`config.mk`:
```
export PLATFORM = sky130hd
export DESIGN_NAME = rtct_time_counter
export DESIGN_NICKNAME = d
export VERILOG_FILES = /design/src/inc/rtct_pkg.sv /design/src/verilog/rtct_prescaler.sv /design/src/verilog/rtct_time_counter.sv
export VERILOG_INCLUDE_DIRS = /design/src /design/src/inc
export SDC_FILE = /design/constraint.sdc
export NUM_CORES = 1
export LEC_CHECK = 0
export BUFFER_PORTS_ARGS = -buffer_cell sky130_fd_sc_hd__buf_2
export CELL_PAD_IN_SITES_DETAIL_PLACEMENT = 0
export CELL_PAD_IN_SITES_GLOBAL_PLACEMENT = 2
export CORE_UTILIZATION = 41
export CTS_CLUSTER_SIZE = 20
export DETAILED_ROUTE_END_ITERATION = 10
export GPL_ROUTABILITY_DRIVEN = 0
export HOLD_SLACK_MARGIN = 0.06
export PLACE_DENSITY = 0.88
export RECOVER_POWER = 50
export SYNTH_ARGS = -nofsm -noshare
export SYNTH_HDL_FRONTEND = slang
export SYNTH_SLANG_ARGS = --single-unit
```
`constraint.sdc`:
```
create_clock -name clk_sys_in -period 4.8 [get_ports clk_sys_in]
set_clock_uncertainty 0.15 [all_clocks]
set_input_delay 1.44 -clock clk_sys_in [delete_from_list [all_inputs] [get_ports clk_sys_in]]
set_output_delay 1.44 -clock clk_sys_in [all_outputs]
set_load 0.05 [all_outputs]
```
`src/inc/rtct_regs.svh`:
```
`ifndef RTCT_REGS_SVH
`define RTCT_REGS_SVH

// ****************************************************************
// Register offsets
// ****************************************************************
`define RTCT_OFS_SECONDS 8'h00
`define RTCT_OFS_MINUTES 8'h01
`define RTCT_OFS_HOURS 8'h02
`define RTCT_OFS_WEEKDAY 8'h03
`define RTCT_OFS_CTRL_ONE 8'h04
`define RTCT_OFS_CTRL_TWO 8'h05

// ****************************************************************
// Field positions
// ****************************************************************
`define RTCT_BIT_BUSY 7
`define RTCT_BIT_HOURS_RSVD 6
`define RTCT_BIT_RUN 7
`define RTCT_BIT_H24 6
`define RTCT_BIT_PM 5
`define RTCT_BIT_SOFT_RST 4
`define RTCT_BIT_FREE_RUN 0
`define RTCT_BIT_EV_SEC 1
`define RTCT_BIT_EV_MIN 2
`define RTCT_BIT_EV_HOUR 3
`define RTCT_BIT_EV_DAY 4
`define RTCT_BIT_EV_WEEK 5

// ****************************************************************
// Reset values and count limits
// ****************************************************************
`define RTCT_RST_COUNT 8'h00
`define RTCT_RST_CTRL 8'h00
`define RTCT_RD_UNMAPPED 8'h00
`define RTCT_MAX_SEC 8'h59
`define RTCT_MAX_MIN 8'h59
`define RTCT_MAX_HOUR_12 8'h11
`define RTCT_MAX_HOUR_24 8'h23
`define RTCT_MAX_WEEKDAY 3'h6
`define RTCT_MAX_ONES 4'h9

// ****************************************************************
// Timing
// ****************************************************************
`define RTCT_CLK_PERIOD_NS 20
`define RTCT_TICK_PERIOD_NS 1000000000
`define RTCT_TICK_CYCLES (`RTCT_TICK_PERIOD_NS / `RTCT_CLK_PERIOD_NS)

`endif

```
`src/inc/rtct_pkg.sv`:
```
// ****************************************************************
// Types shared by the time counter files
// ****************************************************************
package rtct_pkg;

    // Update sequence around each one-second tick
    typedef enum logic [1:0] {
        RTCT_IDLE,
        RTCT_BUSY,
        RTCT_APPLY
    } rtct_upd_state_t;

    typedef logic [7:0] rtct_byte_t;

endpackage

```
`src/verilog/rtct_prescaler.sv`:
```
`timescale 1ns/1ps
`default_nettype none

// ****************************************************************
// One-second enable and divided clock output
// ****************************************************************
module rtct_prescaler
    import rtct_pkg::*;
#(
    parameter int CYCLES_PER_SEC = 50000000
) (
    input wire logic clk_sys_in,
    input wire logic rstn_in,
    input wire logic run_in,
    output logic tick_out,
    output logic divided_clock_out
);

    localparam int CW = $clog2(CYCLES_PER_SEC);
    localparam logic [CW-1:0] LAST = CW'(CYCLES_PER_SEC - 1);
    localparam logic [CW-1:0] HALF = CW'(CYCLES_PER_SEC / 2 - 1);

    // The update sequence needs three cycles between ticks
    generate
        if (CYCLES_PER_SEC < 4) begin : g_bad
            $error("rtct_prescaler: CYCLES_PER_SEC must be at least 4");
        end
    endgenerate

    logic [CW-1:0] cnt_q;

    // Divider restarts while stopped so a start gives a full first second
    always_ff @(posedge clk_sys_in or negedge rstn_in) begin
        if (!rstn_in) begin
            cnt_q <= '0;
        end else if (!run_in || cnt_q == LAST) begin
            cnt_q <= '0;
        end else begin
            cnt_q <= cnt_q + CW'(1);
        end
    end

    // One-cycle enable at the end of every second
    always_ff @(posedge clk_sys_in or negedge rstn_in) begin
        if (!rstn_in) begin
            tick_out <= 1'b0;
        end else begin
            tick_out <= run_in && cnt_q == LAST;
        end
    end

    // Square wave at the tick rate, low while stopped
    always_ff @(posedge clk_sys_in or negedge rstn_in) begin
        if (!rstn_in) begin
            divided_clock_out <= 1'b0;
        end else if (!run_in) begin
            divided_clock_out <= 1'b0;
        end else if (cnt_q == HALF || cnt_q == LAST) begin
            divided_clock_out <= ~divided_clock_out; // RL15
        end
    end

endmodule

`default_nettype wire

```
`src/verilog/rtct_time_counter.sv`:
```
// What this block does
// (RL1) Seconds register holds BCD seconds from 00 to 59.
// (RL2) Bit 7 of seconds, minutes, hours reads 1 while counters update.
// (RL3) Software trusts time values only when that busy bit reads 0.
// (RL4) Seconds ones digit counts 0 to 9 per second, carrying to tens.
// (RL5) Seconds tens digit counts 0 to 5, sixty values in all.
// (RL6) Free running mode turns seconds into an 8-bit binary counter.
// (RL7) Minutes count BCD 00 to 59 on the seconds carry.
// (RL8) Minutes ones digit counts 0 to 9, carrying to tens.
// (RL9) Minutes tens digit counts 0 to 5.
// (RL10) Hours count BCD once per hour on the minutes carry.
// (RL11) Hours span 00 to 11 in 12-hour mode, 00 to 23 in 24-hour.
// (RL12) Hours tens digit sits in bits 5:4 and counts 0 to 2.
// (RL13) Hours ones digit counts 0 to 9, carrying to tens.
// (RL14) Hours bit 6 is reserved and reads 0.
// (RL15) A divided clock drives the clock output pin.
// (RL16) Software reads and writes seconds, minutes, hours, weekday.
// (RL17) Periodic events at second, minute, hour, day, week intervals.
// (RL18) Weekday advances per day on the hours carry, holding 0 to 6.
// (RL19) Counting halts when run is 0 and proceeds when 1.
// (RL20) Format bit 1 selects 24-hour, 0 selects 12-hour counting.
// (RL21) In 12-hour mode the afternoon flag reads 1 for p.m.
// (RL22) Each counter wraps to zero at its maximum with one carry.
// (RL23) Busy stays 1 over the whole cycle the carries are applied.
//
// Added by the designer: the register offsets and the strobed register port.
`include "rtct_regs.svh"
`timescale 1ns/1ps
`default_nettype none

module rtct_time_counter
    import rtct_pkg::*;
#(
    parameter int CYCLES_PER_SEC = `RTCT_TICK_CYCLES
) (
    input wire logic clk_sys_in,
    input wire logic rstn_in,
    input wire logic [7:0] addr_in,
    input wire logic [7:0] wr_data_in,
    input wire logic wr_en_in,
    input wire logic rd_en_in,
    output logic [7:0] rd_data_out,
    output logic divided_clock_out,
    output logic [4:0] periodic_event_out
);

    // ****************************************************************
    // State
    // ****************************************************************
    rtct_byte_t seconds_count_q;
    rtct_byte_t minutes_count_q;
    rtct_byte_t hours_count_q;
    logic [2:0] weekday_count_q;
    logic run_q;
    logic h24_q;
    logic afternoon_flag_q;
    logic soft_rst_q;
    logic free_run_q;
    logic [4:0] event_en_q;
    logic update_in_progress_q;
    rtct_upd_state_t upd_state_q;
    logic tick;
    logic apply;
    logic sec_carry;
    logic min_carry;
    logic hour_wrap;
    logic day_carry;
    logic week_carry;
    rtct_byte_t hour_max;
    logic wr_sec;
    logic wr_min;
    logic wr_hour;
    logic wr_wk;
    logic wr_c1;
    logic wr_c2;

    // BCD increment of a two-digit value; the caller handles the wrap
    function automatic rtct_byte_t bcd_inc(input rtct_byte_t v);
        rtct_byte_t r;
        if (v[3:0] == `RTCT_MAX_ONES) begin
            r = {v[7:4] + 4'h1, 4'h0}; // RL4 RL8 RL13
        end else begin
            r = {v[7:4], v[3:0] + 4'h1};
        end
        return r;
    endfunction

    // ****************************************************************
    // Second tick and clock output
    // ****************************************************************
    rtct_prescaler #(
        .CYCLES_PER_SEC(CYCLES_PER_SEC)
    ) u_prescaler (
        .clk_sys_in(clk_sys_in),
        .rstn_in(rstn_in),
        .run_in(run_q && !soft_rst_q),
        .tick_out(tick),
        .divided_clock_out(divided_clock_out)
    );

    // ****************************************************************
    // Update sequence
    // ****************************************************************
    // Busy rises one cycle before the carries land and falls on the edge that loads the new counts,
    // so a read can never catch half of an update
    always_ff @(posedge clk_sys_in or negedge rstn_in) begin
        if (!rstn_in) begin
            upd_state_q <= RTCT_IDLE;
        end else begin
            case (upd_state_q)
                RTCT_IDLE: begin
                    if (tick && run_q && !soft_rst_q) begin
                        upd_state_q <= RTCT_BUSY; // RL19
                    end
                end
                RTCT_BUSY: begin
                    upd_state_q <= RTCT_APPLY;
                end
                RTCT_APPLY: begin
                    upd_state_q <= RTCT_IDLE;
                end
                default: begin
                    upd_state_q <= RTCT_IDLE;
                end
            endcase
        end
    end

    // Busy flag, held through the apply cycle
    always_ff @(posedge clk_sys_in or negedge rstn_in) begin
        if (!rstn_in) begin
            update_in_progress_q <= 1'b0;
        end else begin
            update_in_progress_q <= (upd_state_q == RTCT_IDLE && tick && run_q
                                     && !soft_rst_q) || upd_state_q == RTCT_BUSY; // RL23
        end
    end

    // ****************************************************************
    // Carry chain
    // ****************************************************************
    assign apply = upd_state_q == RTCT_APPLY;
    assign hour_max = h24_q ? `RTCT_MAX_HOUR_24 : `RTCT_MAX_HOUR_12; // RL11 RL20
    // Free running mode keeps the upper counters still
    assign sec_carry = apply && !free_run_q && seconds_count_q == `RTCT_MAX_SEC; // RL22
    assign min_carry = sec_carry && minutes_count_q == `RTCT_MAX_MIN;
    assign hour_wrap = min_carry && hours_count_q == hour_max;
    // A 12-hour day ends when the p.m. half wraps
    assign day_carry = hour_wrap && (h24_q || afternoon_flag_q); // RL18
    assign week_carry = day_carry && weekday_count_q == `RTCT_MAX_WEEKDAY;

    // Register write decodes
    assign wr_sec = wr_en_in && addr_in == `RTCT_OFS_SECONDS && !soft_rst_q;
    assign wr_min = wr_en_in && addr_in == `RTCT_OFS_MINUTES && !soft_rst_q;
    assign wr_hour = wr_en_in && addr_in == `RTCT_OFS_HOURS && !soft_rst_q;
    assign wr_wk = wr_en_in && addr_in == `RTCT_OFS_WEEKDAY && !soft_rst_q;
    assign wr_c1 = wr_en_in && addr_in == `RTCT_OFS_CTRL_ONE;
    assign wr_c2 = wr_en_in && addr_in == `RTCT_OFS_CTRL_TWO && !soft_rst_q;

    // ****************************************************************
    // Time counters (a software write wins over a same-cycle update, except a seconds write in free running mode)
    // ****************************************************************
    // Seconds: BCD or 8-bit binary, writes ignored in free running mode
    always_ff @(posedge clk_sys_in or negedge rstn_in) begin
        if (!rstn_in) begin
            seconds_count_q <= `RTCT_RST_COUNT;
        end else if (soft_rst_q) begin
            seconds_count_q <= `RTCT_RST_COUNT;
        end else if (wr_sec && !free_run_q) begin
            seconds_count_q <= {1'b0, wr_data_in[6:0]}; // RL16
        end else if (apply && free_run_q) begin
            seconds_count_q <= seconds_count_q + 8'h01; // RL6
        end else if (sec_carry) begin
            seconds_count_q <= `RTCT_RST_COUNT; // RL1 RL5 RL22
        end else if (apply) begin
            seconds_count_q <= bcd_inc(seconds_count_q); // RL4
        end
    end

    // Minutes
    always_ff @(posedge clk_sys_in or negedge rstn_in) begin
        if (!rstn_in) begin
            minutes_count_q <= `RTCT_RST_COUNT;
        end else if (soft_rst_q) begin
            minutes_count_q <= `RTCT_RST_COUNT;
        end else if (wr_min) begin
            minutes_count_q <= {1'b0, wr_data_in[6:0]}; // RL16
        end else if (min_carry) begin
            minutes_count_q <= `RTCT_RST_COUNT; // RL9 RL22
        end else if (sec_carry) begin
            minutes_count_q <= bcd_inc(minutes_count_q); // RL7 RL8
        end
    end

    // Hours: only bits 5:0 are stored
    always_ff @(posedge clk_sys_in or negedge rstn_in) begin
        if (!rstn_in) begin
            hours_count_q <= `RTCT_RST_COUNT;
        end else if (soft_rst_q) begin
            hours_count_q <= `RTCT_RST_COUNT;
        end else if (wr_hour) begin
            hours_count_q <= {2'b00, wr_data_in[5:0]}; // RL16 RL12
        end else if (hour_wrap) begin
            hours_count_q <= `RTCT_RST_COUNT; // RL11 RL22
        end else if (min_carry) begin
            hours_count_q <= bcd_inc(hours_count_q); // RL10 RL13
        end
    end

    // Weekday: code 7 is stored if written but is not a legal setting
    always_ff @(posedge clk_sys_in or negedge rstn_in) begin
        if (!rstn_in) begin
            weekday_count_q <= 3'h0;
        end else if (soft_rst_q) begin
            weekday_count_q <= 3'h0;
        end else if (wr_wk) begin
            weekday_count_q <= wr_data_in[2:0]; // RL16
        end else if (week_carry) begin
            weekday_count_q <= 3'h0; // RL22
        end else if (day_carry) begin
            weekday_count_q <= weekday_count_q + 3'h1; // RL18
        end
    end

    // ****************************************************************
    // Control registers
    // ****************************************************************
    // Soft reset bit stays as written; it holds everything else cleared
    always_ff @(posedge clk_sys_in or negedge rstn_in) begin
        if (!rstn_in) begin
            soft_rst_q <= 1'b0;
        end else if (wr_c1) begin
            soft_rst_q <= wr_data_in[`RTCT_BIT_SOFT_RST];
        end
    end

    // Run and hour format
    always_ff @(posedge clk_sys_in or negedge rstn_in) begin
        if (!rstn_in) begin
            run_q <= 1'b0;
            h24_q <= 1'b0;
        end else if (soft_rst_q) begin
            run_q <= 1'b0;
            h24_q <= 1'b0;
        end else if (wr_c1) begin
            run_q <= wr_data_in[`RTCT_BIT_RUN]; // RL19
            h24_q <= wr_data_in[`RTCT_BIT_H24]; // RL20
        end
    end

    // Afternoon flag toggles at each 12-hour wrap
    always_ff @(posedge clk_sys_in or negedge rstn_in) begin
        if (!rstn_in) begin
            afternoon_flag_q <= 1'b0;
        end else if (soft_rst_q) begin
            afternoon_flag_q <= 1'b0;
        end else if (wr_c1) begin
            afternoon_flag_q <= wr_data_in[`RTCT_BIT_PM];
        end else if (hour_wrap && !h24_q) begin
            afternoon_flag_q <= ~afternoon_flag_q; // RL21
        end
    end

    // Free running select and event enables
    always_ff @(posedge clk_sys_in or negedge rstn_in) begin
        if (!rstn_in) begin
            free_run_q <= 1'b0;
            event_en_q <= 5'h00;
        end else if (soft_rst_q) begin
            free_run_q <= 1'b0;
            event_en_q <= 5'h00;
        end else if (wr_c2) begin
            free_run_q <= wr_data_in[`RTCT_BIT_FREE_RUN]; // RL6
            event_en_q <= wr_data_in[`RTCT_BIT_EV_WEEK:`RTCT_BIT_EV_SEC];
        end
    end

    // ****************************************************************
    // Periodic events
    // ****************************************************************
    // One-cycle pulses, one per interval; the system wires them to its
    // interrupt controller
    always_ff @(posedge clk_sys_in or negedge rstn_in) begin
        if (!rstn_in) begin
            periodic_event_out <= 5'h00;
        end else begin
            periodic_event_out <= event_en_q
                & {week_carry, day_carry, min_carry, sec_carry, apply}; // RL17
        end
    end

    // ****************************************************************
    // Read port
    // ****************************************************************
    // Data stand for exactly the cycle after the read strobe
    always_ff @(posedge clk_sys_in or negedge rstn_in) begin
        if (!rstn_in) begin
            rd_data_out <= `RTCT_RD_UNMAPPED;
        end else if (!rd_en_in) begin
            rd_data_out <= `RTCT_RD_UNMAPPED;
        end else begin
            case (addr_in)
                `RTCT_OFS_SECONDS: begin
                    if (free_run_q) begin
                        rd_data_out <= seconds_count_q; // RL6
                    end else begin
                        rd_data_out <= {update_in_progress_q, seconds_count_q[6:0]}; // RL2
                    end
                end
                `RTCT_OFS_MINUTES: begin
                    rd_data_out <= {update_in_progress_q, minutes_count_q[6:0]}; // RL2
                end
                `RTCT_OFS_HOURS: begin
                    rd_data_out <= {update_in_progress_q, 1'b0, hours_count_q[5:0]}; // RL2 RL14
                end
                `RTCT_OFS_WEEKDAY: begin
                    rd_data_out <= {update_in_progress_q, 4'h0, weekday_count_q};
                end
                `RTCT_OFS_CTRL_ONE: begin
                    rd_data_out <= {run_q, h24_q, afternoon_flag_q, soft_rst_q, 4'h0};
                end
                `RTCT_OFS_CTRL_TWO: begin
                    rd_data_out <= {2'b00, event_en_q, free_run_q};
                end
                default: begin
                    rd_data_out <= `RTCT_RD_UNMAPPED;
                end
            endcase
        end
    end

endmodule

`default_nettype wire

```
==> flow_metrics.env, run 1 <==
export IMPL_path_class="flop to flop"
export IMPL_grt_overflow_total=0
export IMPL_synth_cell_type_count=68
export IMPL_timing_final_crit_share_pct=77.53
export IMPL_ys_seq_elements=81
export IMPL_via_per_inst=5.828
export IMPL_grt_antenna_before_repair=1
export IMPL_grt_pass1_wl_mm=20.70
export IMPL_cp_data_required_time_ps=4870
export IMPL_synth_nets=531
export IMPL_core_area_um2=10940
export IMPL_clock_latency_ps=340
export IMPL_finalSetupViolations=0
export IMPL_syn_area_um2=4639
export IMPL_cts_root_buffer="clkbuf_16"
export IMPL_fmax_mhz=268.7
export IMPL_violations="capacitance limit, slew limit"
export IMPL_drt_initial_drc_count=221
export IMPL_htree_num_levels=3
export IMPL_placedCellCount=651
export IMPL_maxCapViolCount=2
export IMPL_slew_viol_final=93
export IMPL_seq_area_frac_synth_pct=43.69
export IMPL_setup_tns_final_ps=0
export IMPL_avgSynthCellArea_um2=9.335
export IMPL_placed_area_um2=4907
export IMPL_ys_flop_type="dfrtp_1"
export IMPL_yosysMostFrequentCell="dfrtp_1"
export IMPL_yosys_warnings=0
export IMPL_drive_gt1_share_pct=13.85
export IMPL_wl_mm=12.49
export IMPL_firstDrtPassIters=6
export IMPL_holdCritPathClass="flop to flop"
export IMPL_post_cts_buffers=0
export IMPL_design_area_um2=5233
export IMPL_io_pins=34
export IMPL_cts_sinks=81
export IMPL_path_clk_slew_ps=60
export IMPL_rsz0062_at_grt="false"
export IMPL_synthArstFlopShare_pct=100.0
export IMPL_cts_buffers=9
export IMPL_slew_headroom_pct=-41.43
export IMPL_rows=38
export IMPL_synthToLayoutAreaGrowth_pct=12.78
export IMPL_synth_commonest_cells="dfrtp_1, nor2_1, nand2_1"
export IMPL_wl_per_cell_um=18.70
export IMPL_place_ws_ps=890.7
export IMPL_outcome="finished with violations"
export IMPL_die_width_um=108.4
export IMPL_power_leakage_nw=2.135
export IMPL_synth_area_leader_cell="dfrtp_1"
export IMPL_worst_slack_ps=1078
export IMPL_synthTopCellsByArea="dfrtp_1, nor2_1, nand2_1"
export IMPL_numPortBuffers=33
export IMPL_cts_tree="done"
export IMPL_endpoint_kind="flop"
export IMPL_timing_final_crit_period_ps=3722
export IMPL_cp_arrival_ps=3790
export IMPL_worst_path_max_fanout=10
export IMPL_synth_cells=497
export IMPL_grt_pass1_vias=3929
export IMPL_ctsResizeCount=0
export IMPL_nets=556
export IMPL_die_area_um2=11750
export IMPL_holdBufCountCts=0
export IMPL_stdcell_count=668
export IMPL_die_height_um=108.4
export IMPL_critPathLaunchType="flop"
export IMPL_dp_hpwl_mm=8.746
export IMPL_grt_max_degree=82
export IMPL_tightestPinTransition_ps=2122
export IMPL_vias=3893
export IMPL_synth_edf_count=0
export IMPL_ir_drop_mv=0.2118
export IMPL_initial_core_util_pct=42.43
export IMPL_yosysTopAreaCellShare_pct=43.69
export IMPL_track_usage_pct=23.03
export IMPL_drcViolationCount=0
export IMPL_finalHoldViolCount=0
export IMPL_powerDensity_nw_per_um2=363.7
export IMPL_antenna_left=0
export IMPL_cts_max_path_buffers=2
export IMPL_fillers=1062
[power by group]
group | switching [W] | leakage, nW | internal [W]
sequential | 0.000110 | 1.10 | 0.000745
clock | 0.000287 | 0.162 | 0.000508
combinational | 0.000132 | 0.870 | 0.000122
total | 0.000528 | 2.14 | 0.00137
[final timing paths]
check	from	endpoint	slack (ps)	depth (start not counted)
max	minutes_count_q[1]$_DFFE_PN0P_	hours_count_q[4]$_DFFE_PN0P_	1080	7
min	u_prescaler.cnt_q[0]$_DFF_PN0_	u_prescaler.cnt_q[0]$_DFF_PN0_	340	1
max reg2reg	minutes_count_q[1]$_DFFE_PN0P_	hours_count_q[4]$_DFFE_PN0P_	1080	7
min reg2reg	u_prescaler.cnt_q[0]$_DFF_PN0_	u_prescaler.cnt_q[0]$_DFF_PN0_	340	1
max in group asynchronous	rstn_in	hours_count_q[0]$_DFFE_PN0P_	1670	1
min in group asynchronous	rstn_in	hours_count_q[6]$_DFFE_PN0P_	1520	1
[per-layer routing]
metal / wire length [µm] / GRT usage (%)
met5: 0 / 0
met4: 332 / 8.494
met3: 482 / 3.617
met2: 6153 / 38.85
met1: 5526 / 29.77
[through the flow]
| stage | utilization (%) | total power [W] | hold WS [ps] |
|---|---|---|---|
| after floorplan | - | 0.001016 | 304.9 |
| after global placement | 44.87 | 0.001111 | 321.8 |
| after detailed placement | 44.87 | 0.001120 | 327.7 |
| after CTS | 48.02 | 0.001921 | 335.9 |
| after global routing | 47.83 | 0.001996 | 383.4 |
| final | 47.85 | 0.001903 | 336.8 |
[logic make-up after synthesis]
kind of cell | Yosys count | synth area share [%]
compound gates | 96 | 15.21
xor+xnor | 28 | 5.286
fa+ha+maj | 14 | 3.776
buf+inv | 34 | 3.074
flops | 81 | 43.69
mux | 8 | 1.888
simple gates | 236 | 27.08
[registers in the layout (all words and copies together), names as in the netlist, 2 cells and up]
register	cells
event_en_q	5
hours_count_q	8
minutes_count_q	8
periodic_event_out	5
rd_data_out	8
seconds_count_q	8
u_prescaler.cnt_q	26
upd_state_q	2
weekday_count_q	3
[layout make-up]
cell class,instances,area [µm²],share of cell area [%]
Clock inverter,7,118.9,2.272
Antenna cell,1,2.502,0.04782
Inverter,12,45.04,0.8608
Clock buffer,9,225.2,4.304
Tap cell,140,175.2,3.348
Sequential cell,81,2027,38.74
Timing Repair Buffer,36,183.9,3.515
Multi-Input combinational cell,382,2455,46.92
[critical path: stages (launching register included)]
cell and delay [ps]:
dfrtp_1 440, inv_1 80, ha_1 180, nand3b_1 200
nor4_1 1520, o211ai_1 390, and2_4 340, mux2_1 300
[cell usage in the layout, fill, tap and decap left out, types with 5 or more instances in the layout]
cell       synthesis  final
nor4_1             6      7
and4_1             5      5
nand2_1           49     49
a21oi_1           27     27
o21ai_0            8      8
nor3_1            13     13
a31oi_1            8      8
xnor2_1            9      9
a22oi_1           11     11
a211oi_1           8      8
nor2_1            62     62
clkbuf_16          0      9
buf_2              5     32
mux2i_1            5      5
nand3_1           31     31
nand4_1           11     11
dfrtp_1           81     81
ha_1              14     14
xor2_1            19     19
nor4b_1            5      5
and3_1            10     10
inv_1             12     12
Note: power is estimated with default switching activity, not from simulation.
==> run 2, diff against run 1 <==
--- a/config.mk
+++ b/config.mk
@@ -6,15 +6,16 @@
 export SDC_FILE = /design/constraint.sdc
 export NUM_CORES = 1
 export LEC_CHECK = 0
+export ABC_AREA = 1
 export BUFFER_PORTS_ARGS = -buffer_cell sky130_fd_sc_hd__buf_2
 export CELL_PAD_IN_SITES_DETAIL_PLACEMENT = 0
 export CELL_PAD_IN_SITES_GLOBAL_PLACEMENT = 2
-export CORE_UTILIZATION = 41
+export CORE_UTILIZATION = 32
 export CTS_CLUSTER_SIZE = 20
 export DETAILED_ROUTE_END_ITERATION = 10
 export GPL_ROUTABILITY_DRIVEN = 0
 export HOLD_SLACK_MARGIN = 0.06
-export PLACE_DENSITY = 0.88
+export PLACE_DENSITY = 0.79
 export RECOVER_POWER = 50
 export SYNTH_ARGS = -nofsm -noshare
 export SYNTH_HDL_FRONTEND = slang
==> constraint.sdc (replaced) <==
create_clock -name clk_sys_in -period 3.16 [get_ports clk_sys_in]
set_clock_uncertainty 0.15 [all_clocks]
set_input_delay 0.948 -clock clk_sys_in [delete_from_list [all_inputs] [get_ports clk_sys_in]]
set_output_delay 0.948 -clock clk_sys_in [all_outputs]
set_load 0.05 [all_outputs]
==> run 2 against run 1 <==
  * The run still ends with capacitance limit, slew limit left
  * Non-clock buffer count did not move
  * Synthesized cell count rose by 42%
  * Flip-flop and latch count did not move
  * Area after synthesis rose by 12%
  * Utilization fell by 11 points
  * Wire length rose by 19%
  * First-iteration DRC count rose by 29%
  * Total power rose by 19%
  * Highest routed layer unchanged
==> flow_metrics.env, run 2 <==
export IMPL_grt_util_met1_pct=24.69
export IMPL_synth_nets=739
export IMPL_hold_depth=1
export IMPL_core_area_um2=15890
export IMPL_placed_area_um2=5628
export IMPL_r2r_start="seconds_count_q[1]$_DFFE_PN0P_"
export IMPL_ys_seq_elements=81
export IMPL_rsz0062_at_grt="false"
export IMPL_endpoint_kind="async pin"
export IMPL_synth_compound_area_share_pct=8.393
export IMPL_powerDensity_nw_per_um2=381.9
export IMPL_hp_start="upd_state_q[0]$_DFFE_PN0P_"
export IMPL_seq_area_frac_synth_pct=38.85
export IMPL_ys_flop_type="dfrtp_1"
export IMPL_synth_cell_type_count=38
export IMPL_post_cts_buffers=0
export IMPL_design_area_um2=5909
export IMPL_path_clk_slew_ps=60
export IMPL_finalHoldViolCount=0
export IMPL_firstDrtPassIters=6
export IMPL_htree_num_levels=3
export IMPL_rows=46
export IMPL_grt_pass1_vias=4656
export IMPL_violations="capacitance limit, slew limit"
export IMPL_top_register="u_prescaler.cnt_q"
export IMPL_clock_latency_ps=350
export IMPL_synth_cells=705
export IMPL_fillers=1726
export IMPL_cts_max_path_buffers=2
export IMPL_synth_edf_count=0
export IMPL_vias=4654
export IMPL_cts_sinks=81
export IMPL_critical_path_max_stage_delay_ps=1320
export IMPL_synth_xor_area_share_pct=4.029
export IMPL_grt_antenna_before_repair=0
export IMPL_slowest_stage="clkbuf_1"
export IMPL_syn_area_um2=5218
export IMPL_use_met2_pct=32.37
export IMPL_yosysTopAreaCellShare_pct=38.85
export IMPL_wl_per_cell_um=15.37
export IMPL_avgSynthCellArea_um2=7.401
export IMPL_reg2reg_depth=11
export IMPL_worst_path_max_fanout=31
export IMPL_tightestPinTransition_ps=1881
export IMPL_fin_util_pct=37.20
export IMPL_hold_end="upd_state_q[0]$_DFFE_PN0P_"
export IMPL_initial_core_util_pct=32.84
export IMPL_final_common_cell="nand2_1"
export IMPL_synth_area_leader_cell="dfrtp_1"
export IMPL_reg2reg_slack_ps=940
export IMPL_yosysMostFrequentCell="nand2_1"
export IMPL_holdBufCountCts=0
export IMPL_die_width_um=129.7
export IMPL_timing_final_crit_period_ps=2354
export IMPL_cp_arrival_ps=2290
export IMPL_synthTopCellsByArea="dfrtp_1, nand2_1, inv_1"
export IMPL_cts_root_buffer="clkbuf_16"
export IMPL_yosys_warnings=0
export IMPL_use_met3_pct=2.993
export IMPL_ctsResizeCount=0
export IMPL_die_area_um2=16820
export IMPL_die_height_um=129.7
export IMPL_placedCellCount=950
export IMPL_outcome="finished with violations"
export IMPL_cp_data_required_time_ps=3100
export IMPL_globalRoute_busiestLayer="met2"
export IMPL_critPathBufInv=1
export IMPL_drcViolationCount=0
export IMPL_synthMuxAreaShare_pct=0
export IMPL_wl_mm=14.84
export IMPL_antenna_left=0
export IMPL_dp_hpwl_mm=11.48
export IMPL_fmax_mhz=424.9
export IMPL_grt_max_degree=52
export IMPL_cts_buffers=9
export IMPL_grt_overflow_total=0
export IMPL_power_leakage_nw=2.640
export IMPL_diodes=0
export IMPL_synthAdderAreaFrac_pct=3.357
export IMPL_setup_tns_final_ps=0
export IMPL_track_usage_pct=19.19
export IMPL_synth_commonest_cells="nand2_1, inv_1, nor2_1"
export IMPL_slew_headroom_pct=-25.42
export IMPL_ir_drop_mv=0.2681
export IMPL_timing_final_crit_share_pct=74.48
export IMPL_drt_initial_drc_count=284
export IMPL_via_per_inst=4.823
export IMPL_critPathTopFamily="buffers and inverters"
export IMPL_yosys_area_share_simple_pct=36.76
export IMPL_holdWs_ps=287.6
export IMPL_holdCritPathClass="flop to flop"
export IMPL_finalSetupViolations=0
export IMPL_path_class="input pin to async pin"
export IMPL_worstReg2RegEnd="hours_count_q[6]$_DFFE_PN0P_"
export IMPL_critPathLaunchType="input pin"
export IMPL_synthToLayoutAreaGrowth_pct=13.26
export IMPL_io_pins=34
export IMPL_largest_reg_flops=26
export IMPL_nets=779
export IMPL_drive_gt1_share_pct=14.69
export IMPL_numPortBuffers=33
export IMPL_cp_cell_sequence="clkbuf_1"
export IMPL_synthArstFlopShare_pct=100.0
export IMPL_final_cell_mix="nand2_1, inv_1, nor2_1"
export IMPL_maxCapViolCount=1
export IMPL_synth_top_family_by_area="simple AND/OR/NAND/NOR gates"
export IMPL_cts_tree="done"
export IMPL_slew_viol_final=31
export IMPL_stdcell_count=965
export IMPL_grt_pass1_wl_mm=24.37
==> run 2: routing by layer <==
metal / wire (µm) / share of wire, %
met1: 6924 / 47
met2: 7155 / 48
met3: 428 / 2.9
met4: 327 / 2.2
met5: 0 / 0
==> run 2: final cells by class <==
class                      instances  area, µm²  share of cell area [%]
multi-input combinational        514       2734                   46.26
timing repair buffer              36      195.2                   3.303
sequential                        81       2027                   34.30
clock buffer                      12      256.5                   4.340
tap                              216      270.3                   4.573
clock inverter                     3      40.04                  0.6775
inverter                         103      386.6                   6.542
==> run 2: power breakdown <==
| part | internal (W) | total [W] | switching (W) |
|---|---|---|---|
| sequential | 0.00104 | 0.00105 | 0.00000806 |
| combinational | 0.0000344 | 0.000130 | 0.0000955 |
| clock | 0.000649 | 0.00108 | 0.000427 |
| total | 0.00173 | 0.00226 | 0.000530 |
==> run 2: stage by stage <==
stage               total power (W)  setup WS (ps)
finish                     0.002257          806.4
global route               0.002355          414.4
CTS                        0.002294          946.6
detailed placement         0.001203          580.2
global placement           0.001202          590.1
floorplan                  0.001135          990.3
==> run 2: kinds of logic after synthesis <==
family	Yosys count
AND/OR/NAND/NOR	399
buffers and inverters	110
flip-flops	81
AO/OA/AOI/OAI	77
XOR/XNOR	24
adder cells (fa/ha/maj)	14
==> run 2: worst max-delay path by stage <==
stage | cells past startpoint | to | slack (ps) | start
floorplan | 8 | weekday_count_q[0]$_DFFE_PN0P_ | 990 | addr_in[5]
global placement | 11 | seconds_count_q[5]$_DFFE_PN0P_ | 590 | addr_in[1]
detailed placement | 8 | seconds_count_q[1]$_DFFE_PN0P_ | 580 | addr_in[1]
CTS | 8 | seconds_count_q[1]$_DFFE_PN0P_ | 950 | addr_in[1]
global route | 1 | hours_count_q[1]$_DFFE_PN0P_ | 410 | rstn_in
finish | 1 | periodic_event_out[3]$_DFF_PN0_ | 810 | rstn_in
